<file path="src/reset_ctrl_regs.svh">
// Register offsets, field positions, reset values and timing counts of the reset controller
`ifndef RESET_CTRL_REGS_SVH
`define RESET_CTRL_REGS_SVH

`define OFS_COMMAND 8'h00
`define OFS_STATUS 8'h04
`define OFS_MODE 8'h08
`define OFS_IRQ_STATUS 8'h0c
`define OFS_IRQ_MASK 8'h10

`define CMD_CORE_BIT 0
`define CMD_PERIPH_BIT 2
`define CMD_EXT_BIT 3

`define STAT_PIN_BIT 0
`define STAT_CAUSE_LO 8
`define STAT_CAUSE_HI 10
`define STAT_PEND_BIT 17

`define MODE_LEN_LO 8
`define MODE_LEN_HI 11
`define MODE_CORE_ONLY_BIT 16
`define MODE_RESET_LEN 4'h0
`define MODE_RESET_CORE_ONLY 1'b0

`define CAUSE_GENERAL 3'h0
`define CAUSE_WAKEUP 3'h1
`define CAUSE_WATCHDOG 3'h2
`define CAUSE_SOFTWARE 3'h3
`define CAUSE_USER 3'h4

`define STATUS_RESET 32'h0000_0001
`define WDT_TICK_LAST 2'h2
`define PIN_CNT_W 17
`define PIN_CNT_ONE 17'h00001
`define PIN_SHIFT_ONE 5'h01

`define IRQ_W 3
`define IRQ_SW_BIT 0
`define IRQ_WDT_BIT 1
`define IRQ_USER_BIT 2

`define RESP_OKAY 2'h0
`define RESP_SLVERR 2'h2

`endif

</file>
<file path="src/reset_ctrl_pkg.sv">
// Types shared by the reset controller modules
`default_nettype none
package reset_ctrl_pkg;
    typedef enum logic [1:0] {
        ST_IDLE = 2'b00,
        ST_SW = 2'b01,
        ST_WDT = 2'b10
    } rst_state_t;

    typedef struct packed {
        logic core;
        logic periph;
        logic ext;
    } sw_cmd_t;

    typedef struct packed {
        logic [3:0] pin_len;
        logic core_only;
    } rst_mode_t;
endpackage : reset_ctrl_pkg
`default_nettype wire

</file>
<file path="src/slow_clock_tick.sv">
// Synchroniser and rising-edge detector that turns the slow clock into main-clock ticks
`default_nettype none
module slow_clock_tick (
    input wire logic aclk,
    input wire logic aresetn,
    input wire logic aclken,
    input wire logic slow_clock,
    output logic tick
);
    logic sync_a;
    logic sync_b;
    logic sync_c;

    always_ff @(posedge aclk) begin
        if (!aresetn) begin
            sync_a <= 1'b0;
            sync_b <= 1'b0;
            sync_c <= 1'b0;
            tick <= 1'b0;
        end else if (aclken) begin
            sync_a <= slow_clock;
            sync_b <= sync_a;
            sync_c <= sync_b;
            tick <= sync_b & ~sync_c;
        end
    end
endmodule : slow_clock_tick
`default_nettype wire

</file>
<file path="src/reset_ctrl_sw_watchdog_reset.sv">
// Software and watchdog reset sequencer with AXI4-Lite registers
//
// Local design decision: the AXI4-Lite slave port.
`include "reset_ctrl_regs.svh"
`default_nettype none
module reset_ctrl_sw_watchdog_reset (
    input wire logic aclk,
    input wire logic aresetn,
    input wire logic aclken,
    input wire logic slow_clock,
    input wire logic watchdog_fault,
    input wire logic wakeup_powerup,
    input wire logic nrst_i,
    input wire logic [7:0] awaddr,
    input wire logic awvalid,
    output logic awready,
    input wire logic [31:0] wdata,
    input wire logic [3:0] wstrb,
    input wire logic wvalid,
    output logic wready,
    output logic [1:0] bresp,
    output logic bvalid,
    input wire logic bready,
    input wire logic [7:0] araddr,
    input wire logic arvalid,
    output logic arready,
    output logic [31:0] rdata,
    output logic [1:0] rresp,
    output logic rvalid,
    input wire logic rready,
    output logic core_reset_n,
    output logic periph_reset_n,
    output logic nrst_o,
    output logic nrst_oe_n,
    output logic irq
);
    import reset_ctrl_pkg::*;

    logic [7:0] aw_addr;
    logic [31:0] w_data;
    logic [3:0] w_strb;
    rst_state_t state;
    rst_state_t next_state;
    rst_mode_t mode;
    sw_cmd_t sw_cmd;
    logic wd_core_only;
    logic [2:0] reset_cause;
    logic [2:0] next_cause;
    logic pending;
    logic pin_level;
    logic powerup_done;
    logic [`PIN_CNT_W-1:0] pin_count;
    logic [`PIN_CNT_W-1:0] next_pin_count;
    logic [1:0] wdt_ticks;
    logic [`IRQ_W-1:0] irq_status;
    logic [`IRQ_W-1:0] next_irq_status;
    logic [`IRQ_W-1:0] irq_mask;
    logic nrst_prev;
    logic self_mask;
    logic tick;
    logic [31:0] status_word;
    logic [31:0] mode_word;

    // ****************************************************
    // Slow clock tick
    // ****************************************************
    slow_clock_tick u_tick (
        .aclk(aclk),
        .aresetn(aresetn),
        .aclken(aclken),
        .slow_clock(slow_clock),
        .tick(tick)
    );

    // ****************************************************
    // Register decode
    // ****************************************************
    wire write_go = !awready && !wready && !bvalid;
    wire wr_cmd = write_go && aw_addr == `OFS_COMMAND && w_strb[0];
    wire wr_mode = write_go && aw_addr == `OFS_MODE;
    wire wr_istat = write_go && aw_addr == `OFS_IRQ_STATUS && w_strb[0];
    wire wr_imask = write_go && aw_addr == `OFS_IRQ_MASK && w_strb[0];
    wire wr_mapped = aw_addr == `OFS_COMMAND || aw_addr == `OFS_MODE
        || aw_addr == `OFS_IRQ_STATUS || aw_addr == `OFS_IRQ_MASK;
    wire rd_mapped = araddr == `OFS_COMMAND || araddr == `OFS_STATUS || araddr == `OFS_MODE
        || araddr == `OFS_IRQ_STATUS || araddr == `OFS_IRQ_MASK;
    wire [31:0] rd_word = araddr == `OFS_STATUS ? status_word
        : araddr == `OFS_MODE ? mode_word
        : araddr == `OFS_IRQ_STATUS ? {29'h0, irq_status}
        : araddr == `OFS_IRQ_MASK ? {29'h0, irq_mask}
        : 32'h0;
    wire sw_cmd_t cmd_in = '{core: w_data[`CMD_CORE_BIT],
        periph: w_data[`CMD_PERIPH_BIT], ext: w_data[`CMD_EXT_BIT]};

    // ****************************************************
    // Sequencer decode
    // ****************************************************
    // Watchdog fault has priority over a command in the same cycle
    wire wdt_enter = watchdog_fault && state != ST_WDT;
    wire cmd_accept = wr_cmd && !pending && state == ST_IDLE && !watchdog_fault;
    wire pin_busy = pin_count != '0;
    wire pin_last = pin_count == `PIN_CNT_ONE;
    wire [`PIN_CNT_W-1:0] pin_load = `PIN_CNT_ONE << ({1'b0, mode.pin_len} + `PIN_SHIFT_ONE);
    wire sw_exit = state == ST_SW && tick && (!pin_busy || pin_last);
    wire wdt_exit = state == ST_WDT && tick && wdt_ticks == `WDT_TICK_LAST;
    wire sw_left = state == ST_SW && next_state != ST_SW;
    wire pin_start = (cmd_accept && cmd_in.ext) || (wdt_enter && !mode.core_only);
    wire user_event = nrst_prev && !nrst_i && !self_mask && !pin_busy;
    wire sw_cmd_t next_cmd = cmd_accept ? cmd_in : sw_cmd;
    wire next_core_only = wdt_enter ? mode.core_only : wd_core_only;
    wire next_core_assert = (next_state == ST_SW && next_cmd.core)
        || next_state == ST_WDT;
    wire next_periph_assert = (next_state == ST_SW && next_cmd.periph)
        || (next_state == ST_WDT && !next_core_only);
    wire [`IRQ_W-1:0] irq_events = {user_event, wdt_exit, sw_left};
    wire [`IRQ_W-1:0] irq_clear = wr_istat ? w_data[`IRQ_W-1:0] : '0;

    always_comb begin
        next_state = state;
        case (state)
            ST_IDLE: begin
                if (wdt_enter) begin
                    next_state = ST_WDT;
                end else if (cmd_accept) begin
                    next_state = ST_SW;
                end
            end
            ST_SW: begin
                if (wdt_enter) begin
                    next_state = ST_WDT;
                end else if (sw_exit) begin
                    next_state = ST_IDLE;
                end
            end
            ST_WDT: begin
                if (wdt_exit) begin
                    next_state = ST_IDLE;
                end
            end
            default: begin
                next_state = ST_IDLE;
            end
        endcase
    end

    always_comb begin
        next_pin_count = pin_count;
        if (pin_start) begin
            next_pin_count = pin_load;
        end else if (tick && pin_busy) begin
            next_pin_count = pin_count - `PIN_CNT_ONE;
        end
    end

    always_comb begin
        next_cause = reset_cause;
        if (!powerup_done) begin
            next_cause = wakeup_powerup ? `CAUSE_WAKEUP : `CAUSE_GENERAL;
        end else if (wdt_enter) begin
            next_cause = `CAUSE_WATCHDOG;
        end else if (cmd_accept && cmd_in.core) begin
            next_cause = `CAUSE_SOFTWARE;
        end else if (user_event) begin
            next_cause = `CAUSE_USER;
        end
    end

    always_comb begin
        status_word = 32'h0;
        status_word[`STAT_PIN_BIT] = pin_level;
        status_word[`STAT_CAUSE_HI:`STAT_CAUSE_LO] = reset_cause;
        status_word[`STAT_PEND_BIT] = pending;
        mode_word = 32'h0;
        mode_word[`MODE_LEN_HI:`MODE_LEN_LO] = mode.pin_len;
        mode_word[`MODE_CORE_ONLY_BIT] = mode.core_only;
    end

    // A new event wins over a clear in the same cycle
    genvar gi;
    generate
        for (gi = 0; gi < `IRQ_W; gi++) begin : g_irq
            assign next_irq_status[gi] = irq_events[gi] | (irq_status[gi] & ~irq_clear[gi]);
        end
    endgenerate

    // ****************************************************
    // AXI4-Lite slave
    // ****************************************************
    always_ff @(posedge aclk) begin
        if (!aresetn) begin
            awready <= 1'b1;
            wready <= 1'b1;
            bvalid <= 1'b0;
            bresp <= `RESP_OKAY;
            aw_addr <= 8'h00;
            w_data <= 32'h0;
            w_strb <= 4'h0;
        end else if (aclken) begin
            if (awvalid && awready) begin
                awready <= 1'b0;
                aw_addr <= awaddr;
            end
            if (wvalid && wready) begin
                wready <= 1'b0;
                w_data <= wdata;
                w_strb <= wstrb;
            end
            if (write_go) begin
                bvalid <= 1'b1;
                bresp <= wr_mapped ? `RESP_OKAY : `RESP_SLVERR;
            end
            if (bvalid && bready) begin
                bvalid <= 1'b0;
                awready <= 1'b1;
                wready <= 1'b1;
            end
        end
    end

    always_ff @(posedge aclk) begin
        if (!aresetn) begin
            arready <= 1'b1;
            rvalid <= 1'b0;
            rdata <= 32'h0;
            rresp <= `RESP_OKAY;
        end else if (aclken) begin
            if (arvalid && arready) begin
                arready <= 1'b0;
                rvalid <= 1'b1;
                rdata <= rd_word;
                rresp <= rd_mapped ? `RESP_OKAY : `RESP_SLVERR;
            end else if (rvalid && rready) begin
                rvalid <= 1'b0;
                arready <= 1'b1;
            end
        end
    end

    // ****************************************************
    // Control registers
    // ****************************************************
    always_ff @(posedge aclk) begin
        if (!aresetn) begin
            mode <= '{pin_len: `MODE_RESET_LEN, core_only: `MODE_RESET_CORE_ONLY};
            irq_mask <= '0;
            irq_status <= '0;
            irq <= 1'b0;
        end else if (aclken) begin
            if (wr_mode && w_strb[1]) begin
                mode.pin_len <= w_data[`MODE_LEN_HI:`MODE_LEN_LO];
            end
            if (wr_mode && w_strb[2]) begin
                mode.core_only <= w_data[`MODE_CORE_ONLY_BIT];
            end
            if (wr_imask) begin
                irq_mask <= w_data[`IRQ_W-1:0];
            end
            irq_status <= next_irq_status;
            irq <= |(next_irq_status & (wr_imask ? w_data[`IRQ_W-1:0] : irq_mask));
        end
    end

    // ****************************************************
    // Reset sequencer
    // ****************************************************
    always_ff @(posedge aclk) begin
        if (!aresetn) begin
            state <= ST_IDLE;
            sw_cmd <= '0;
            wd_core_only <= 1'b0;
            wdt_ticks <= 2'h0;
            pending <= 1'b0;
            pin_count <= '0;
        end else if (aclken) begin
            state <= next_state;
            sw_cmd <= next_cmd;
            wd_core_only <= next_core_only;
            wdt_ticks <= wdt_enter ? 2'h0 : (state == ST_WDT && tick) ? wdt_ticks + 2'h1
                : wdt_ticks;
            pending <= next_state == ST_SW;
            pin_count <= next_pin_count;
        end
    end

    always_ff @(posedge aclk) begin
        if (!aresetn) begin
            core_reset_n <= 1'b1;
            periph_reset_n <= 1'b1;
            nrst_o <= 1'b0;
            nrst_oe_n <= 1'b1;
            reset_cause <= `CAUSE_GENERAL;
            pin_level <= 1'(`STATUS_RESET >> `STAT_PIN_BIT);
            powerup_done <= 1'b0;
            nrst_prev <= 1'b1;
            self_mask <= 1'b0;
        end else if (aclken) begin
            core_reset_n <= !next_core_assert;
            periph_reset_n <= !next_periph_assert;
            nrst_o <= 1'b0;
            nrst_oe_n <= next_pin_count == '0;
            reset_cause <= next_cause;
            pin_level <= nrst_i;
            powerup_done <= 1'b1;
            nrst_prev <= nrst_i;
            // Mask stays until the pin is seen high again after our own drive
            self_mask <= pin_busy || (self_mask && !nrst_i);
        end
    end
endmodule : reset_ctrl_sw_watchdog_reset
`default_nettype wire

</file>
<file path="config.mk">
export PLATFORM = sky130hd
export DESIGN_NAME = reset_ctrl_sw_watchdog_reset
export DESIGN_NICKNAME = d
export VERILOG_FILES = /design/src/reset_ctrl_pkg.sv /design/src/slow_clock_tick.sv /design/src/reset_ctrl_sw_watchdog_reset.sv
export VERILOG_INCLUDE_DIRS = /design/src
export SDC_FILE = /design/constraint.sdc
export NUM_CORES = 1
export LEC_CHECK = 0
export ABC_AREA = 1
export BUFFER_PORTS_ARGS = -buffer_cell sky130_fd_sc_hd__buf_2
export CAP_MARGIN = 20
export CORE_MARGIN = 2
export CORE_UTILIZATION = 30
export DETAILED_ROUTE_END_ITERATION = 6
export PLACE_DENSITY = 0.46
export SKIP_LAST_GASP = 1
export SYNTH_ARGS = -nofsm -noshare
export SYNTH_HDL_FRONTEND = slang
export SYNTH_SLANG_ARGS = --single-unit
</file>
<file path="constraint.sdc">
create_clock -name aclk -period 5.3 [get_ports aclk]
set_clock_uncertainty 0.15 [all_clocks]
set_input_delay 0.795 -clock aclk [delete_from_list [all_inputs] [get_ports aclk]]
set_output_delay 0.795 -clock aclk [all_outputs]
set_load 0.1 [all_outputs]
</file>
* Yosys cells after proc, flatten, opt, wreduce, memory -nomap -nowiden *
Index checks and enable logic that the tools add are counted.
Widths: inputs -> output; s select.

word-level totals
  register bits after elaboration = 120
  input port bits = 64
  output and inout bits = 46
  logic and storage cells = 186

cells by class
  add/sub/neg operators = 3
  equal/unequal tests = 16
  shift operators = 1
  multiplexer cells = 35
  bitwise operators = 12
  reductions and logical operators = 84

operator list
  cell                   count
  $mux 17                3
  $logic_and 1x1->1      36
  $eq 8x4->1 const B     4
  $mux 3                 9
  $reduce_and 2->1       13
  $mux 18                1
  $mux 2                 9
  $eq 17x1->1 const B    1
  $logic_not 17->1       1
  $reduce_bool 17->1     1
  $shl 1x5->17 const A   1
  $sub 17x1->17 const B  1
  $eq 8x5->1 const B     2
  $logic_not 8->1        2
  $logic_not 1->1        12
  $logic_or 1x1->1       12
  $mux 1                 12
  $reduce_bool 2->1      5
  $eq 8x3->1 const B     1
  $eq 2x2->1 const B     3
  $pmux 2 s3             1
  $add 4x1->5 const B    1
  $and 1x1->1            4
  $eq 2x1->1 const B     2
  other kinds (9)        14

* Depth between registers and ports, before layout *
Gate-level depths: netlist of run 1.

  word-level depth = 16
  depth in mapped cells = 18
  gate-level depth less buffers = 18

* By module *
From an unflattened synthesis of run 1, not the netlist that was laid out.

second synthesis, totals
  cells, all modules = 723
  area, all modules = 4804.6 µm²

modules (own cells, without submodules)
  module                        instances  cells an instance  area each (µm²)  seq. area each (µm²)
  reset_ctrl_sw_watchdog_reset  1          704                4662.0           1641.6
  slow_clock_tick               1          19                 142.6            80.1

* Least setup slack after synthesis of run 1 *
OpenSTA, ideal clock, no wires.

  path kind = register to register
  start point = register awready
  end point = register nrst_oe_n
  data arrival time = 2.127 ns
  data required time = 5.088 ns
  path slack = 2.961 ns
  stages on the path, launching flop included = 14
  clock period less this slack = 2.339 ns
  cells stage by stage = dfxtp_1 > inv_1 > nand3_1 > nor2_1 > nand3_1 > nand2_2 > inv_4 > buf_6 > nand3_1 > nand2_1 > nand4_1 > nor2_1 > nand3_1 > nand2_1

between the ends
  cells in the longest elaborated chain, start to end = 12

ends and longest elaborated chain
  item                                line                                 text
  start, declared                     reset_ctrl_sw_watchdog_reset.sv:16   output logic awready,
  start signal, assigned              reset_ctrl_sw_watchdog_reset.sv:191  awready <= 1'b1;
  start signal, assigned              reset_ctrl_sw_watchdog_reset.sv:200  awready <= 1'b0;
  start signal, assigned              reset_ctrl_sw_watchdog_reset.sv:214  awready <= 1'b1;
  $logic_not 1->1                     reset_ctrl_sw_watchdog_reset.sv:78   wire write_go = !awready && !wready && !bvalid;
  $logic_and 1x1->1 (2 in series)     reset_ctrl_sw_watchdog_reset.sv:78
  $logic_and 1x1->1 (no source line)  -
  $logic_and 1x1->1                   reset_ctrl_sw_watchdog_reset.sv:79   wire wr_cmd = write_go && aw_addr == `OFS_COMMAND && w_strb[0];
  $logic_and 1x1->1 (3 in series)     reset_ctrl_sw_watchdog_reset.sv:100  wire cmd_accept = wr_cmd && !pending && state == ST_IDLE && !watchdog_fault;
  $logic_and 1x1->1                   reset_ctrl_sw_watchdog_reset.sv:107  wire pin_start = (cmd_accept && cmd_in.ext) || (wdt_enter && !mode.core_only);
  $logic_or 1x1->1                    reset_ctrl_sw_watchdog_reset.sv:107
  $mux 17                             reset_ctrl_sw_watchdog_reset.sv:148  if (pin_start) begin
  $logic_not 17->1                    reset_ctrl_sw_watchdog_reset.sv:300  nrst_oe_n <= next_pin_count == '0;
  end signal, assigned                reset_ctrl_sw_watchdog_reset.sv:290  nrst_oe_n <= 1'b1;
  end signal, assigned                reset_ctrl_sw_watchdog_reset.sv:300
  end, declared                       reset_ctrl_sw_watchdog_reset.sv:34   output logic nrst_oe_n,

Every way passes these cells.
A chain may end at the register's enable or synchronous reset.

* Worst setup path after layout of run 1 *
  start point = input aclken
  end point = register w_data[0]

between the ends
  cells in the longest elaborated chain, start to end = 1

ends and longest elaborated chain
  item                               line                                 text
  start, declared                    reset_ctrl_sw_watchdog_reset.sv:9    input wire logic aclken,
  $reduce_and 2->1 (no source line)  -
  end signal, assigned               reset_ctrl_sw_watchdog_reset.sv:205  w_data <= wdata;
  end, declared                      reset_ctrl_sw_watchdog_reset.sv:40   logic [31:0] w_data;

Every way passes these cells.

==> flow_summary.ini, run 1 <==
[global_route]
gr-total-overflow = 0
grt_max_degree = 56
grt_pass1_wl_um = 20720
grt_use_total_pct = 15.65
grt_pass1_vias = 4251
grt_antenna_before_repair = 0

[synth]
yosys_warnings = 0
ys_seq_area_share_pct = 35.93
syn_area_mm2 = 0.004792
synthArstFlopShare_pct = 0
synth_edf_count = 0
ys_ff_latch = 86
yosysUniqueCellTypes = 41
syn-instance-count = 724
synth_flop_cell = dfxtp_1
syn_area_per_cell_um2 = 6.619

[sta]
setup_violations = 0
finalMaxSlewViolations = 0
finalWorstSetupSlack_ns = 2.726
tns_ns = 0
fmaxAchievable_ghz = 0.3886
worst_slew_pin_slew_ns = 0.9398
min_period_over_period_pct = 48.56
grt_setup_unrepaired = no
max-slew-margin-rel_pct = 37.35
hold_viol_final = 0
period_minus_slack_ns = 2.574

[floorplan]
core_area_mm2 = 0.01577
die_w_um = 130.4
num_io_pins = 110
die-area_mm2 = 0.01700
initial_core_util_pct = 30.39
die_h_um = 130.4
fp-row-count = 46

[cts]
clkTransAtPathRegs_ns = 0.07
cts_buffer_depth = 2
htree_num_levels = 3
clock_latency_ns = 0.35
postCtsHoldBufs = 0
cts_resized = 0
post-cts-setup-buffers = 0
cts_tree = built
root_buffer = clkbuf_16
cts-buffers-inserted = 9
cts_sinks = 86

[critical_path]
arrival_ns = 2.63
required_ns = 5.36
start_kind = input pin
endpoint_kind = register
worstPathMaxFanout = 55
worst-setup-path-type = input pin to register

[status]
outcome = completed

[placement]
dp_slack_ns = 2.143
place_congestion = 0.8726
io_buffers = 59
place_hpwl_um = 9563

[final_layout]
drive_above_1_share_pct = 13.71
fill_cells = 1753
area_growth_pct = 15.09
diodes = 0
layout.nets = 836

[power_and_ir_drop]
ir_worst_vdd_uv = 147.0
pwr-share-seq_pct = 39.7
clock_power_share_pct = 39.5
p_leak_nw = 2.524
pwr_density_cell_mw_per_mm2 = 325.0
combPwrFrac_pct = 20.8
power.switching_uw = 600.2
switching_share_pct = 33.48
p_int_mw = 1.192

[route]
drt_iter0_markers = 246
drt_pass1_iterations = 5
vias_per_cell = 4.671
ant_nets = 0
wl_per_cell_um = 13.22
drc = 0
route.vias.total = 4620
wirelength_um = 13070

[hold_path]
worstHoldPathType = register to register

[run]
maxCapViolations = 0
==> cells in the mapped netlist (2+ instances only) <==
| library cell | number | area [um^2] |
|---|---|---|
| nor2_1 | 69 | 259.0 |
| ha_1 | 4 | 50.05 |
| xor2_1 | 3 | 26.28 |
| nand3b_1 | 5 | 37.54 |
| o21ai_1 | 4 | 20.02 |
| dfxtp_1 | 86 | 1722 |
| nand2_2 | 6 | 37.54 |
| a31oi_1 | 7 | 43.79 |
| inv_2 | 2 | 7.510 |
| o21ai_0 | 67 | 335.3 |
| nor2_2 | 5 | 31.28 |
| nor4_1 | 4 | 25.02 |
| nor3_1 | 9 | 45.04 |
| o211ai_1 | 12 | 90.09 |
| buf_1 | 3 | 11.26 |
| a21oi_1 | 55 | 275.3 |
| clkbuf_1 | 20 | 75.07 |
| nor2_4 | 3 | 33.78 |
| clkinv_1 | 2 | 7.510 |
| a211oi_1 | 4 | 30.03 |
| inv_1 | 87 | 326.6 |
| a21oi_2 | 5 | 43.79 |
| buf_6 | 3 | 33.78 |
| nand4_1 | 10 | 62.56 |
| nand3_1 | 39 | 195.2 |
| buf_4 | 28 | 210.2 |
| xnor2_1 | 2 | 17.52 |
| inv_4 | 2 | 12.51 |
| nand2_1 | 166 | 623.1 |
==> worst paths after layout <==
| kind | startpoint | end | slack (ns) | cells after the start |
|---|---|---|---|---|
| max | aclken | w_data[0]$_SDFFE_PN0P_ | 2.73 | 5 |
| min reg2reg | wdt_ticks[0]$_SDFFE_PN0P_ | wdt_ticks[0]$_SDFFE_PN0P_ | 0.27 | 1 |
| max reg2reg | pin_count[0]$_SDFFE_PN0P_ | nrst_oe_n$_SDFFE_PN1P_ | 2.83 | 17 |
| min | wdt_ticks[0]$_SDFFE_PN0P_ | wdt_ticks[0]$_SDFFE_PN0P_ | 0.27 | 1 |
==> layer usage <==
metal	GRT usage, %	share of wire (%)	vias up
met2	25.69	47	123
met5	0	0	-
met3	2.606	4.3	18
met4	6.633	2.0	0
li1	-	-	2381
met1	20.45	47	2098
==> stage by stage <==
| stage | std cells | util, % | cell area [um^2] | hold slack, ns | total power, mW |
|---|---|---|---|---|---|
| after floorplan | 749 | - | 4886 | 0.2528 | 1.036 |
| after global placement | 971 | 32.54 | 5131 | 0.2623 | 1.089 |
| after detailed placement | 971 | 32.54 | 5131 | 0.2690 | 1.094 |
| after CTS | 987 | 34.62 | 5460 | 0.2789 | 1.806 |
| after global routing | 989 | 34.97 | 5515 | 0.2921 | 1.874 |
| final | 989 | 34.97 | 5515 | 0.2724 | 1.793 |
==> power by group through the flow <==
stage | clock [mW] | combinational (mW) | sequential, mW
floorplan | 0 | 0.278 | 0.758
global placement | 0 | 0.363 | 0.726
detailed placement | 0 | 0.367 | 0.727
CTS | 0.725 | 0.368 | 0.712
global route | 0.747 | 0.410 | 0.717
finish | 0.708 | 0.373 | 0.712
==> cell families after synthesis <==
group / synth area share, %
AO/OA/AOI/OAI: 18.36
XOR/XNOR: 0.9140
adder cells (fa/ha/maj): 1.044
buffers and inverters: 14.39
flip-flops: 35.93
other: 0.07825
AND/OR/NAND/NOR: 29.30
==> cell usage in the layout (no fill, tap or decap), types with 10 or more instances in the layout <==
| cell type | n |
|---|---|
| a21oi_1 | 55 |
| buf_2 | 59 |
| conb_1 | 26 |
| dfxtp_1 | 86 |
| inv_1 | 87 |
| nand2_1 | 166 |
| nand3_1 | 39 |
| nand4_1 | 10 |
| nor2_1 | 69 |
| o211ai_1 | 12 |
| o21ai_0 | 67 |
==> registers in the layout (all words and copies together) (netlist names), 5 cells and up <==
name,count
w_data,9
mode,5
aw_addr,8
pin_count,17
rdata,9
==> area by class of cell <==
class | count | area [um^2] | area share, %
Multi-Input combinational cell | 515 | 2475 | 44.87
Timing Repair Buffer | 63 | 365.4 | 6.624
Tap cell | 216 | 270.3 | 4.900
Clock inverter | 7 | 103.9 | 1.883
Clock buffer | 9 | 225.2 | 4.083
Sequential cell | 86 | 1722 | 31.22
Inverter | 93 | 354.1 | 6.420
==> worst max-delay path, stage by stage <==
cell	delay [ns]
buf_2	0.09
buf_4	0.46
nand3_1	0.71
o21ai_0	0.50
a21oi_1	0.07
Power figures use the tool's default switching activity.
==> inputs of run 2 (changes only) <==
clock period = 2.4 ns   (was 5.3 ns; I/O delays follow)
==> run 2 against run 1 <==
Compared with the run above: count of clock-buffer cells in the layout up 2; die area unchanged; first-iteration DRC count down 21%; cell count up 1.2%; sequential power up 120%; non-clock buffer count up 12; setup slack worse by 2.5 ns; global-route usage up 0.50 points; worst hold slack worse by 0.19 ns; clock power up 91%; sequential cell count unchanged; largest power group unchanged; highest routed layer is now met5.
==> flow_summary.ini, run 2 (synthesis gave the netlist of run 1 again) <==
[critical_path]
crit_slowest_cell = dfxtp_1
cpMostUsedCell = nand2_1
start_kind = register
r2r_end = nrst_oe_n$_SDFFE_PN1P_
worstPathMaxFanout = 15
cpPeakStageDelay_ns = 0.33
cpLargestDelayFamily = simple AND/OR/NAND/NOR gates
arrival_ns = 2.35
cp_cell_sequence = inv_1 > ha_1 > inv_1 > nor2_1 > nand2_2 > nor2_4 > nand2_4 > nand2_8 > inv_4 > nand2_1 > nand2_1 > a21oi_2 > nand2_1 > nor2_1 > nand3_1 > nand2_1
critPathBufInv = 3
worst-setup-path-type = register to register
required_ns = 2.55
setup.worst_path.end = nrst_oe_n$_SDFFE_PN1P_
cp-startpoint = pin_count[1]$_SDFFE_PN0P_
rr_worst_depth = 16
r2r_setup_slack_ns = 0.20
worst-path-stages = 16
r2r_start = pin_count[1]$_SDFFE_PN0P_
endpoint_kind = register

[floorplan]
die-area_mm2 = 0.01700
fp-row-count = 46
core_area_mm2 = 0.01577
die_w_um = 130.4
initial_core_util_pct = 30.39
num_io_pins = 110
die_h_um = 130.4

[power_and_ir_drop]
switching_share_pct = 34.88
pwr_density_cell_mw_per_mm2 = 681.4
pwr-share-seq_pct = 41.8
power.switching_mw = 1.310
combPwrFrac_pct = 22.2
clock_power_share_pct = 36.0
p_leak_nw = 2.546
ir_worst_vdd_uv = 313.7
power_mw = 3.756
p_int_mw = 2.446

[cts]
cts_sinks = 86
post-cts-setup-buffers = 0
clkTransAtPathRegs_ns = 0.07
postCtsHoldBufs = 0
root_buffer = clkbuf_16
cts_buffer_depth = 2
cts-buffers-inserted = 9
cts_tree = built
clock_latency_ns = 0.35
cts_resized = 0
htree_num_levels = 3

[global_route]
gr-total-overflow = 0
grt_pass1_wl_um = 21250
grt_use_total_pct = 16.14
grt_pass1_vias = 4195
grt_max_degree = 34
grt_antenna_before_repair = 1

[sta]
period_minus_slack_ns = 2.202
worst_slew_pin_slew_ns = 0.5886
setup_violations = 0
whs_ns = 0.07883
max-slew-margin-rel_pct = 60.40
hold_viol_final = 0
grt_setup_unrepaired = no
tns_ns = 0
fmaxAchievable_ghz = 0.4540
min_period_over_period_pct = 91.77
finalWorstSetupSlack_ns = 0.1975
finalMaxSlewViolations = 0

[placement]
placed_cell_area_mm2 = 0.005236
dp_slack_ns = 0.1979
dp_cells = 985
io_buffers = 59
place_congestion = 0.8465
place_hpwl_um = 9912

[final_layout]
diodes = 0
register_area_mm2 = 0.001722
instances_no_fill = 1001
largest_reg_flops = 17
multi_input_area_mm2 = 0.002475
top_register = pin_count
layout.nets = 848
final_common_cell = nand2_1
layout_common_cells = nand2_1 (166), inv_1 (87), dfxtp_1 (86)
fill_cells = 1773
utilization_pct = 34.96
area_growth_pct = 15.04
fin_area_mm2 = 0.005513
drive_above_1_share_pct = 14.90
reg_top3 = pin_count x17, rdata x9, w_data x9

[hold_path]
worstHoldPathType = input pin to register

[route]
route.vias.total = 4641
drt_iter0_markers = 194
vias_per_cell = 4.636
wirelength_um = 13260
drt_pass1_iterations = 4
wl_per_cell_um = 13.24
ant_nets = 0
drc = 0

[status]
outcome = completed

[run]
maxCapViolations = 0
## run 2: changes by cell type in the layout (fill, tap and decap cells not counted), sizes merged
cell / before / now
bufinv: 2 / 0
clkinv: 2 / 4
buf: 63 / 75
inv: 94 / 92
clkbuf: 9 / 11
## run 2: cell type report
type / instances / share of cell area, %
Tap cell: 216 / 4.902
Timing Repair Buffer: 75 / 7.535
Multi-Input combinational cell: 515 / 44.89
Clock inverter: 5 / 0.6128
Clock buffer: 11 / 4.403
Inverter: 93 / 6.423
Sequential cell: 86 / 31.23
## run 2: layer usage
layer / vias to the layer above / share of wire (%) / track usage (%)
met4: 2 / 1.4 / 5.257
met3: 17 / 3.8 / 3.135
li1: 2422 / - / -
met1: 2119 / 49 / 22.08
met2: 81 / 46 / 25.75
met5: - / 0.083 / 0
## run 2: worst min path at each step
stage | from | end | slack [ns] | cells after the start
detailed placement | wdt_ticks[0]$_SDFFE_PN0P_ | wdt_ticks[0]$_SDFFE_PN0P_ | 0.28 | 1
finish | slow_clock | u_tick.sync_a$_SDFFE_PN0P_ | 0.08 | 3
global route | slow_clock | u_tick.sync_a$_SDFFE_PN0P_ | 0.11 | 3
CTS | slow_clock | u_tick.sync_a$_SDFFE_PN0P_ | 0.07 | 3
floorplan | wdt_ticks[0]$_SDFFE_PN0P_ | wdt_ticks[0]$_SDFFE_PN0P_ | 0.25 | 1
global placement | wdt_ticks[0]$_SDFFE_PN0P_ | wdt_ticks[0]$_SDFFE_PN0P_ | 0.26 | 1
## run 2: worst register-to-register path: stages, from the launching register on
cell	delay, ns
dfxtp_1	0.33
inv_1	0.12
ha_1	0.16
inv_1	0.04
nor2_1	0.10
nand2_2	0.08
nor2_4	0.11
nand2_4	0.11
nand2_8	0.14
inv_4	0.11
nand2_1	0.07
nand2_1	0.06
a21oi_2	0.14
nand2_1	0.10
nor2_1	0.13
nand3_1	0.11
nand2_1	0.06
## run 2: power by group through the flow
stage / clock network [mW] / registers, mW / logic (mW)
6_report: 1.35 / 1.57 / 0.834
5_1_grt: 1.45 / 1.58 / 0.923
4_1_cts: 1.39 / 1.57 / 0.838
3_5_place_dp: 0 / 1.60 / 0.835
3_3_place_gp: 0 / 1.60 / 0.828
2_1_floorplan: 0 / 1.67 / 0.615
